## config.mk

```make
export PLATFORM = sky130hd
export DESIGN_NAME = pdl_cfg_regs
export DESIGN_NICKNAME = d
export VERILOG_FILES = /design/src/pdl_pkg.sv /design/src/pdl_sticky_flag.sv /design/src/pdl_np_tracker.sv /design/src/pdl_cfg_regs.sv
export SDC_FILE = /design/constraint.sdc
export NUM_CORES = 1
export LEC_CHECK = 0
export ABC_AREA = 1
export BUFFER_PORTS_ARGS = -buffer_cell sky130_fd_sc_hd__buf_2
export CELL_PAD_IN_SITES_DETAIL_PLACEMENT = 1
export CELL_PAD_IN_SITES_GLOBAL_PLACEMENT = 2
export CORE_MARGIN = 3
export CORE_UTILIZATION = 23
export CTS_CLUSTER_SIZE = 24
export DETAILED_ROUTE_END_ITERATION = 7
export PLACE_DENSITY = 0.91
export SETUP_SLACK_MARGIN = 0.05
export SLEW_MARGIN = 40
export SYNTH_ARGS = -nofsm -noshare
export SYNTH_HDL_FRONTEND = slang
export SYNTH_SLANG_ARGS = --single-unit
```

## constraint.sdc

```tcl
create_clock -name mclk -period 1.9 [get_ports mclk]
set_clock_uncertainty 0.2 [all_clocks]
set_input_delay 0.095 -clock mclk [delete_from_list [all_inputs] [get_ports mclk]]
set_output_delay 0.095 -clock mclk [all_outputs]
set_load 0.005 [all_outputs]
```

## src/pdl_pkg.sv

```systemverilog
// Purpose: constants shared by the device status and link capability register block
// Assumes: configuration offsets are byte addresses inside one 4 KB function space
// Notes: every offset, field position, reset value and fixed field value lives here
package pdl_pkg;

  // configuration address width and register byte offsets
  localparam int CFG_AW = 12;
  localparam logic [11:0] DEV_CTRL_OFF = 12'h078;
  localparam logic [11:0] DEV_STAT_OFF = 12'h07A;
  localparam logic [11:0] LINK_CAP_OFF = 12'h07C;

  // device control word, low half of the dword at 078h
  localparam int CTRL_CORRECTABLE_EN_BIT = 0;
  localparam int CTRL_NONFATAL_EN_BIT = 1;
  localparam logic CTRL_EN_RESET = 1'h0;

  // device status word, upper half of the dword at 078h
  localparam int STAT_LSB = 16;
  localparam int STAT_CORRECTABLE_BIT = 0;
  localparam int STAT_NONFATAL_BIT = 1;
  localparam int STAT_FATAL_BIT = 2;
  localparam int STAT_UNSUPPORTED_BIT = 3;
  localparam int STAT_AUX_POWER_BIT = 4;
  localparam int STAT_PENDING_BIT = 5;
  localparam int STAT_NUM_FLAGS = 4;
  localparam int STAT_CTRL_BYTE = 0;
  localparam int STAT_FLAG_BYTE = 2;
  localparam logic [15:0] STAT_RESET = 16'h0000;

  // link capabilities field values
  localparam logic [7:0] LCAP_PORT_NUM = 8'h00;
  localparam logic [1:0] LCAP_RSVD = 2'h0;
  localparam logic LCAP_BW_NOTIFY = 1'h0;
  localparam logic LCAP_DL_ACTIVE = 1'h0;
  localparam logic LCAP_SURPRISE_DOWN = 1'h0;
  localparam logic LCAP_CLOCK_PM = 1'h1;
  localparam logic [2:0] LCAP_L0S_COMMON = 3'h3;
  localparam logic [2:0] LCAP_L0S_ASYNC = 3'h4;
  localparam logic [1:0] LCAP_ASPM = 2'h3;
  localparam logic [5:0] LCAP_MAX_WIDTH = 6'h01;
  localparam logic [3:0] LCAP_MAX_SPEED = 4'h1;

  // read data for an unmapped dword
  localparam logic [31:0] RD_UNMAPPED = 32'h0000_0000;

  // non-posted requests the upstream side keeps in flight
  localparam int MAX_NP_DEF = 4;

endpackage : pdl_pkg

```

## src/pdl_sticky_flag.sv

```systemverilog
// Purpose: one hardware-set, write-one-to-clear status flag
// Assumes: set and clr are single-cycle, synchronous to mclk
// Notes: a set in the same cycle as a clear keeps the flag set
`timescale 1ns/1ps
module pdl_sticky_flag (
  // clock and reset
  input wire logic mclk,
  input wire logic rst_n,
  // control
  input wire logic set,
  input wire logic clr,
  // state
  output logic q
);

  typedef struct packed {
    logic flag;
  } pdl_flag_s;

  pdl_flag_s st;
  pdl_flag_s next_st;

  // set beats clear so an event landing on the clear cycle is not lost
  always_comb begin
    next_st = st;
    if (set) begin
      next_st.flag = 1'b1;
    end else if (clr) begin
      next_st.flag = 1'b0;
    end
  end

  always_ff @(posedge mclk or negedge rst_n) begin
    if (!rst_n) begin
      st <= '0;
    end else begin
      st <= next_st;
    end
  end

  assign q = st.flag;

endmodule : pdl_sticky_flag

```

## src/pdl_np_tracker.sv

```systemverilog
// Purpose: counts issued non-posted requests not yet completed
// Assumes: a completion never arrives for a request that was not issued
// Notes: saturates at both ends instead of wrapping
`timescale 1ns/1ps
module pdl_np_tracker #(
  parameter int MAX_NP = pdl_pkg::MAX_NP_DEF
) (
  // clock and reset
  input wire logic mclk,
  input wire logic rst_n,
  // request events
  input wire logic issue,
  input wire logic done,
  // state
  output logic pending
);

  localparam int CW = $clog2(MAX_NP + 1);

  typedef struct packed {
    logic [CW-1:0] count;
  } pdl_np_s;

  pdl_np_s st;
  pdl_np_s next_st;

  // refuse a depth the counter cannot hold, before any logic is built
  if (MAX_NP < 1) begin : g_bad_max_np
    $error("pdl_np_tracker: MAX_NP must be at least 1");
  end

  // issue and done together leave the count unchanged
  always_comb begin
    next_st = st;
    if (issue && !done && (st.count != CW'(MAX_NP))) begin
      next_st.count = st.count + CW'(1);
    end else if (done && !issue && (st.count != '0)) begin
      next_st.count = st.count - CW'(1);
    end
  end

  always_ff @(posedge mclk or negedge rst_n) begin
    if (!rst_n) begin
      st <= '0;
    end else begin
      st <= next_st;
    end
  end

  assign pending = (st.count != '0);

endmodule : pdl_np_tracker

```

## src/pdl_cfg_regs.sv

```systemverilog
// Purpose: device control low bits, device status and link capabilities in config space
// Assumes: config accesses are single-cycle strobes synchronous to mclk
// Notes: upper device control fields are not held here and read as zero
`timescale 1ns/1ps
// Operation
// nonfatal report enable set: nonfatal system error sends a nonfatal message upstream
// correctable report enable set: correctable system error sends a correctable message
// both report enables reset to zero and are software read/write
// device status bits 15 to 6 always read zero
// status bit 5 set while an issued non-posted request is uncompleted
// status bit 4 shows whether auxiliary power is present
// status bit 3 set when an unsupported request is received
// status bit 2 set when a fatal error is detected
// status bit 1 set when a nonfatal error is detected
// status bit 0 set when a correctable error is detected
// error flags stay set until software writes one; writing zero does nothing
// link port number field reads zero
// link capability bits 23 and 22 read zero
// bandwidth notify, link active and surprise down bits read zero
// clock power management bit reads one
// L1 exit field picks diagnostic upper or lower field by common clock
// L0s exit field reads 011b common clock, 100b asynchronous clock
// active state power management support reads 11b
// maximum link width reads one lane
// maximum link speed reads 1h, 2.5 Gb/s
module pdl_cfg_regs #(
  parameter int MAX_NP = pdl_pkg::MAX_NP_DEF
) (
  // clock and reset
  input wire logic mclk,
  input wire logic rstn,
  // configuration access
  input wire logic cfg_rd,
  input wire logic cfg_wr,
  input wire logic [11:0] cfg_addr,
  input wire logic [3:0] cfg_be,
  input wire logic [31:0] cfg_wdata,
  output logic [31:0] cfg_rdata,
  output logic cfg_rd_valid,
  // link setup from neighbouring registers
  input wire logic ccc_common,
  input wire logic [2:0] diag_l1_exit_upper_field,
  input wire logic [2:0] diag_l1_exit_lower_field,
  input wire logic aux_power_in,
  // device events, one-cycle pulses
  input wire logic np_req_issue,
  input wire logic np_req_done,
  input wire logic correctable_err_event,
  input wire logic nonfatal_err_event,
  input wire logic fatal_err_event,
  input wire logic unsupported_req_event,
  // upstream error messages, one-cycle pulses
  output logic err_cor_msg,
  output logic err_nonfatal_msg
);

  typedef struct packed {
    logic [31:0] rdata;
    logic rd_valid;
    logic cor_msg;
    logic nf_msg;
    logic correctable_report_en;
    logic nonfatal_report_en;
    logic aux_power_present;
  } pdl_regs_s;

  pdl_regs_s st;
  pdl_regs_s next_st;
  logic rst_meta;
  logic rst_n;
  logic request_outstanding;
  logic [pdl_pkg::STAT_NUM_FLAGS-1:0] flag_set;
  logic [pdl_pkg::STAT_NUM_FLAGS-1:0] flag_clr;
  logic [pdl_pkg::STAT_NUM_FLAGS-1:0] flag_q;
  logic hit_ctrl;
  logic hit_lcap;
  logic [15:0] ctrl_word;
  logic [15:0] stat_word;
  logic [31:0] lcap_word;

  // reset released through two flops; asserted at once
  always_ff @(posedge mclk or negedge rstn) begin
    if (!rstn) begin
      rst_meta <= 1'b0;
      rst_n <= 1'b0;
    end else begin
      rst_meta <= 1'b1;
      rst_n <= rst_meta;
    end
  end

  // dword decode; 07Ah shares the dword at 078h and is picked by byte lanes
  assign hit_ctrl = (cfg_addr[11:2] == pdl_pkg::DEV_CTRL_OFF[11:2]);
  assign hit_lcap = (cfg_addr[11:2] == pdl_pkg::LINK_CAP_OFF[11:2]);

  // hardware sets of the four error flags
  assign flag_set[pdl_pkg::STAT_CORRECTABLE_BIT] = correctable_err_event;
  assign flag_set[pdl_pkg::STAT_NONFATAL_BIT] = nonfatal_err_event;
  assign flag_set[pdl_pkg::STAT_FATAL_BIT] = fatal_err_event;
  assign flag_set[pdl_pkg::STAT_UNSUPPORTED_BIT] = unsupported_req_event;

  // write-one-to-clear through the status byte lane only
  generate
    for (genvar i = 0; i < pdl_pkg::STAT_NUM_FLAGS; i++) begin : g_flag
      assign flag_clr[i] = cfg_wr && hit_ctrl && cfg_be[pdl_pkg::STAT_FLAG_BYTE]
        && cfg_wdata[pdl_pkg::STAT_LSB + i];
      pdl_sticky_flag u_flag (
        .mclk(mclk),
        .rst_n(rst_n),
        .set(flag_set[i]),
        .clr(flag_clr[i]),
        .q(flag_q[i])
      );
    end
  endgenerate

  // outstanding non-posted requests
  pdl_np_tracker #(
    .MAX_NP(MAX_NP)
  ) u_np (
    .mclk(mclk),
    .rst_n(rst_n),
    .issue(np_req_issue),
    .done(np_req_done),
    .pending(request_outstanding)
  );

  // device control: only the two report enables live here
  always_comb begin
    ctrl_word = 16'h0000;
    ctrl_word[pdl_pkg::CTRL_CORRECTABLE_EN_BIT] = st.correctable_report_en;
    ctrl_word[pdl_pkg::CTRL_NONFATAL_EN_BIT] = st.nonfatal_report_en;
  end

  // device status; bits 15:6 stay at the zero reset value
  always_comb begin
    stat_word = pdl_pkg::STAT_RESET;
    stat_word[pdl_pkg::STAT_NUM_FLAGS-1:0] = flag_q;
    stat_word[pdl_pkg::STAT_AUX_POWER_BIT] = st.aux_power_present;
    stat_word[pdl_pkg::STAT_PENDING_BIT] = request_outstanding;
  end

  // link capabilities; only the exit latencies follow the clock mode
  assign lcap_word = {
    pdl_pkg::LCAP_PORT_NUM,
    pdl_pkg::LCAP_RSVD,
    pdl_pkg::LCAP_BW_NOTIFY,
    pdl_pkg::LCAP_DL_ACTIVE,
    pdl_pkg::LCAP_SURPRISE_DOWN,
    pdl_pkg::LCAP_CLOCK_PM,
    (ccc_common ? diag_l1_exit_upper_field : diag_l1_exit_lower_field),
    (ccc_common ? pdl_pkg::LCAP_L0S_COMMON : pdl_pkg::LCAP_L0S_ASYNC),
    pdl_pkg::LCAP_ASPM,
    pdl_pkg::LCAP_MAX_WIDTH,
    pdl_pkg::LCAP_MAX_SPEED
  };

  // next state: register writes, read data, message pulses
  always_comb begin
    next_st = st;
    next_st.rd_valid = cfg_rd;
    next_st.aux_power_present = aux_power_in;
    if (cfg_rd) begin
      if (hit_ctrl) begin
        next_st.rdata = {stat_word, ctrl_word};
      end else if (hit_lcap) begin
        next_st.rdata = lcap_word;
      end else begin
        next_st.rdata = pdl_pkg::RD_UNMAPPED;
      end
    end
    if (cfg_wr && hit_ctrl && cfg_be[pdl_pkg::STAT_CTRL_BYTE]) begin
      next_st.correctable_report_en = cfg_wdata[pdl_pkg::CTRL_CORRECTABLE_EN_BIT];
      next_st.nonfatal_report_en = cfg_wdata[pdl_pkg::CTRL_NONFATAL_EN_BIT];
    end
    // a message follows the event by one cycle, gated by the enable in force
    next_st.cor_msg = correctable_err_event && st.correctable_report_en;
    next_st.nf_msg = nonfatal_err_event && st.nonfatal_report_en;
  end

  // enables reset to zero so nothing is reported until software opts in
  always_ff @(posedge mclk or negedge rst_n) begin
    if (!rst_n) begin
      st <= '0;
    end else begin
      st <= next_st;
    end
  end

  assign cfg_rdata = st.rdata;
  assign cfg_rd_valid = st.rd_valid;
  assign err_cor_msg = st.cor_msg;
  assign err_nonfatal_msg = st.nf_msg;

endmodule : pdl_cfg_regs

```

* After elaboration in Yosys (flattened, before gate mapping)
Index checks and enable logic that the tools add are counted.
** Storage, ports and cells
- Output and inout bits :: 35
- Bits of input ports :: 66
- Flip-flop bits (word level) :: 47
** Operators by class
- Equal/unequal tests :: 3
- Reduce and logical (&&, ||, !) cells :: 21
- Mux-type cells :: 14
- Add/sub/neg operators :: 2
** Operators by type and width (count)
- 2-to-1 mux 22 bit :: 1
- == test 10 x 5 -> 1 bit, second input constant :: 2
- 2-to-1 mux 19 bit :: 1
- logical AND 1 bit :: 13
- 2-to-1 mux 3 bit :: 4
- nonzero test 2 bit :: 5
- 2-to-1 mux 1 bit :: 8
- adder 3 x 1 -> 3 bit, second input constant :: 1
- != test 3 bit, second input constant :: 1
- nonzero test 3 bit :: 1
- subtractor 3 x 1 -> 3 bit, second input constant :: 1
- logical NOT 1 bit :: 2

* Depth between registers and ports, before layout
- Word-level depth :: 6
- Depth in mapped cells :: 8
- Depth with buffers taken out :: 8

* By module
A second synthesis with hierarchy kept.
** Unflattened totals
- Cells, all modules :: 198
- Area, all modules :: 1572.8 um^2
** Modules (own cells, without submodules)
- pdl_cfg_regs :: cells an instance 148, instances 1, area each 1204.9 um^2
- pdl_np_tracker :: cells an instance 30, instances 1, area each 207.7 um^2
- pdl_sticky_flag :: cells an instance 5, instances 4, area each 40.0 um^2

* Worst setup path before layout
OpenSTA, ideal clock, no wires.
- Path type :: register to register
- Start point :: reg u_np.st[0] in the netlist's numbering
- End point :: reg u_np.st[2] in the netlist's numbering
- Slack :: 368 ps
- Required time :: 1579 ps
- Stages on the path, launching flop included :: 8
- Arrival time :: 1210 ps
- Buffers on the path :: 0
- Setup time :: 121 ps
- Path through :: dfrtp_1 > inv_1 > nand3_1 > nand2_1 > fa_1 > nand2_1 > nand2_1 > xor2_1
** Between the ends
- Longest elaborated chain between the ends :: 3
** Ends and longest elaborated chain
- from (decl) :: RTL line pdl_np_tracker.sv:24 : pdl_np_s st;
- from (signal assigned) :: RTL line pdl_np_tracker.sv:46 : st <= next_st;
- subtractor 3 x 1 -> 3 bit, or another cell as far along :: RTL line pdl_np_tracker.sv:38 : next_st.count = st.count - CW'(1);
- 2-to-1 mux 3 bit, or another cell as far along :: RTL line pdl_np_tracker.sv:37 : end else if (done && !issue && (st.count != '0)) begin
- 2-to-1 mux 3 bit / nonzero test 2 bit (equally long branches)
Parallel ways exist; a longest one is shown, timed or not. The select of a mux whose other input is x is not followed.
A chain may end at the register's enable or synchronous reset.

* Worst setup path in the final report
Ends and elaborated chain as after synthesis.

==> results.md <==
- Status: complete, but fails checks
- Failing checks: negative hold slack
- Clock power share: 26.2%
- Inserted Diodes: 0
- Max frequency: 600 MHz
- First drt pass iteration count: 4
- First-pass GRT wire length: 6210 um
- Vert. Die Dim: 86.5 um
- Flop pwr share: 51.6%
- Hold_ws: -0.00269 ns
- Reg clk slew, reported paths: 0.09 ns
- TritonCTS clock tree: built
- Logic pwr share: 22.2%
- Adder-cell area share of the yosys netlist: 1.34%
- DR DRC count: 0
- IO buf count: 53
- Share of cells above drive strength 1: 29.8%
- Die W: 86.5 um
- Crit-path max FO: 3
- Sw Share: 29.2%
- Area contributors post-synth: dfrtp_1 (45%), buf_4 (17%), nand2_1 (13%)
- Via density: 3.99
- Worst Hold Class: reg2async
- Post-synthesis sequential area ratio: 45.3%
- Post-cts repair resize count: 0
- Final Non-Filler Cells: 317
- Flop and latch count out of synthesis: 27
- R2R setup slack: 0.23 ns
- Leading area contributor after synthesis: dfrtp_1
- Drt first-iter violations: 39
- RePlAce Congestion: 0.709
- Critical path endpoint category: flip-flop
- Initial Util: 24.5%
- I/O Pins: 101
- Largest net degree at the start of global routing: 17
- R2R depth: 8
- Final min period: 1.67 ns
- Synth Area in XOR/XNOR: 1.17%
- Inst Count DP: 286
- Remaining antenna violation count after routing: 0
- H-tree depth: 1
- Clock buffer count from CTS: 3
- Max Cap Viol: 0
- Core area: 6100 um2
- Initial antenna violation count: 0
- Source of the worst register-to-register timing path: u_np.st[0]$_DFFE_PN0P_
- Leakage: 1.09 nW
- Synth warn: 0
- Clock sink total: 27
- Overall Power: 1.26 mW
- Vias in the first global route: 1333
- Final Max Slew Viols: 0
- Final core utilization: 32.8%
- Yosys top cell area share: 45.3%
- Crit Path Class: reg2reg
- Setup crit start: u_np.st[0]$_DFFE_PN0P_
- Post-synthesis mux area share: 0%
- CTS root buffer: clkbuf_8
- Synth Area per Inst: 8.57 um2
- DP HPWL: 2840 um
- Clk Latency, worst-skew pair: 0.27 ns
- Peak supply drop: 0.295 mV
- Routed Wire Length: 3830 um
- Yosys cell types: 18
- Switch Pwr: 367 uW
- Nets: 310
- Power per standard cell area: 628 nW/um2
- GRT overflow: 0
- Startpoint types: flip-flop
- Worst setup endpoint: u_np.st[2]$_DFFE_PN0P_
- Syn Inst Count: 174
- Mapped cell area: 1490 um2
- Area growth syn-to-layout: 34.1%
- Post-synthesis compound-gate area fraction: 4.03%
- Final cycle utilization of the critical path: 87.7%
- Final setup violating endpoints: 0
- P_int: 890 uW
- WL/cell: 12.1 um
- RSZ-0062 raised after global routing: false
- Die area: 7490 um2
- Via Count: 1264
- Clock Path Buffers: 2
- All-Layer GR Usage: 10.5%
- Row count: 28
- CP arrival: 1.67 ns
- Area taken by multi-input logic gates: 541 um2
- FILL cells: 747
- Hold Fails Final Rpt: 9
- RR Endpoint: u_np.st[2]$_DFFE_PN0P_
- Worst EP required: 1.90 ns
- Seq. cell area: 676 um2
- Largest family of logic cells by synthesized area: simple AND/OR/NAND/NOR gates
- Setup TNS: 0 ns
- Synth Area in Simple Gates: 25.2%
[worst max-delay path, cell delays in order, from the launching register on]
cell,delay (ns)
dfrtp_1,0.43
inv_1,0.08
nand3_1,0.07
nand2_1,0.10
fa_1,0.40
inv_1,0.07
nand2_1,0.05
nand2_1,0.07
xor2_1,0.14
[timing repair]
| action | in CTS | in global routing |
|---|---|---|
| endpoints found under the hold margin | 17 | 0 |
| endpoints found under the setup margin | 0 | 0 |
| hold buffers | 27 | 0 |
| setup buffers | 0 | 0 |
[routing by layer]
metal / track usage (%) / vias up / share of wire (%)
li1: - / 613 / -
met1: 12.0 / 601 / 40
met2: 20.1 / 50 / 53
met3: 2.57 / 0 / 6.5
met4: 1.27 / 0 / 0
met5: 0 / - / 0
[stage by stage]
| step | area (um2) | setup slack [ns] |
|---|---|---|
| after global routing | 2000 | 0.0693 |
| after global placement | 1690 | 0.297 |
| after CTS | 2000 | 0.208 |
| after floorplan | 1550 | 0.368 |
| after detailed placement | 1690 | 0.238 |
| final | 2000 | 0.233 |
[cell usage in the layout (no fill, tap or decap)]
master         count
buf_2             53
nand2_1           51
dfrtp_1           27
dlygate4sd3_1     27
inv_1             19
conb_1            18
nand3_1           12
o21ai_0            9
inv_2              3
nor2_4             3
nor2_2             3
clkbuf_8           3
xor2_1             2
nand2_2            2
nand3_4            2
o211ai_1           2
nor2_1             1
nor2_8             1
fa_1               1
clkbuf_1           1
buf_12             1
buf_4              1
[cells in the mapped netlist]
cell      number
nor2_1         1
inv_1         19
fa_1           1
inv_2          3
nand3_4        2
nor2_2         3
nor2_4         3
xor2_1         2
o21ai_0        9
nand2_2        2
buf_4         33
nor2_8         1
nand2_1       51
conb_1         2
nand3_1       12
o211ai_1       2
buf_2          1
dfrtp_1       27
[sequential cells by signal, summed over array words and instances, names as in the netlist]
| signal | count |
|---|---|
| u_np.st | 3 |
| ctrl_word | 2 |
| err_nonfatal_msg | 1 |
| cfg_rdata | 12 |
| g_flag.u_flag.q | 4 |
| cfg_rd_valid | 1 |
| rst_meta | 1 |
| st | 1 |
| err_cor_msg | 1 |
| rst_n | 1 |
[how the worst min path moves through the flow]
stage / to / slack, ns / cells after the start
2_1_floorplan: rst_meta$_DFF_PN0_ / -0.40 / 0
3_3_place_gp: rst_meta$_DFF_PN0_ / -0.32 / 1
3_5_place_dp: rst_n$_DFF_PN0_ / -0.32 / 1
4_1_cts: err_cor_msg$_DFF_PN0_ / 0.02 / 0
5_1_grt: err_cor_msg$_DFF_PN0_ / 0.04 / 0
6_report: err_cor_msg$_DFF_PN0_ / -0.003 / 0
[area by class of cell]
cell class | count | area share, %
Multi-Input combinational cell | 107 | 27.0
Sequential cell | 27 | 33.8
Inverter | 22 | 4.13
Clock buffer | 4 | 2.25
Tap cell | 75 | 4.69
Timing Repair Buffer | 82 | 28.1
[power groups by stage]
stage                     Sequential [mW]  Combinational (mW)  Clock (mW)
after floorplan                     0.658               0.180           0
after global placement              0.658               0.228           0
after detailed placement            0.662               0.247           0
after CTS                           0.650               0.278       0.352
after global routing                0.660               0.324       0.369
final                               0.649               0.279       0.329
[cells by family after synthesis]
kind of cell / Yosys count
and+or+nand+nor: 75
buffers and inverters: 56
DFF: 27
AOI/OAI and AO/OA: 11
xor gates and xnor gates: 2
other: 2
adders and majority gates: 1
Power figures use the tool's default switching activity.
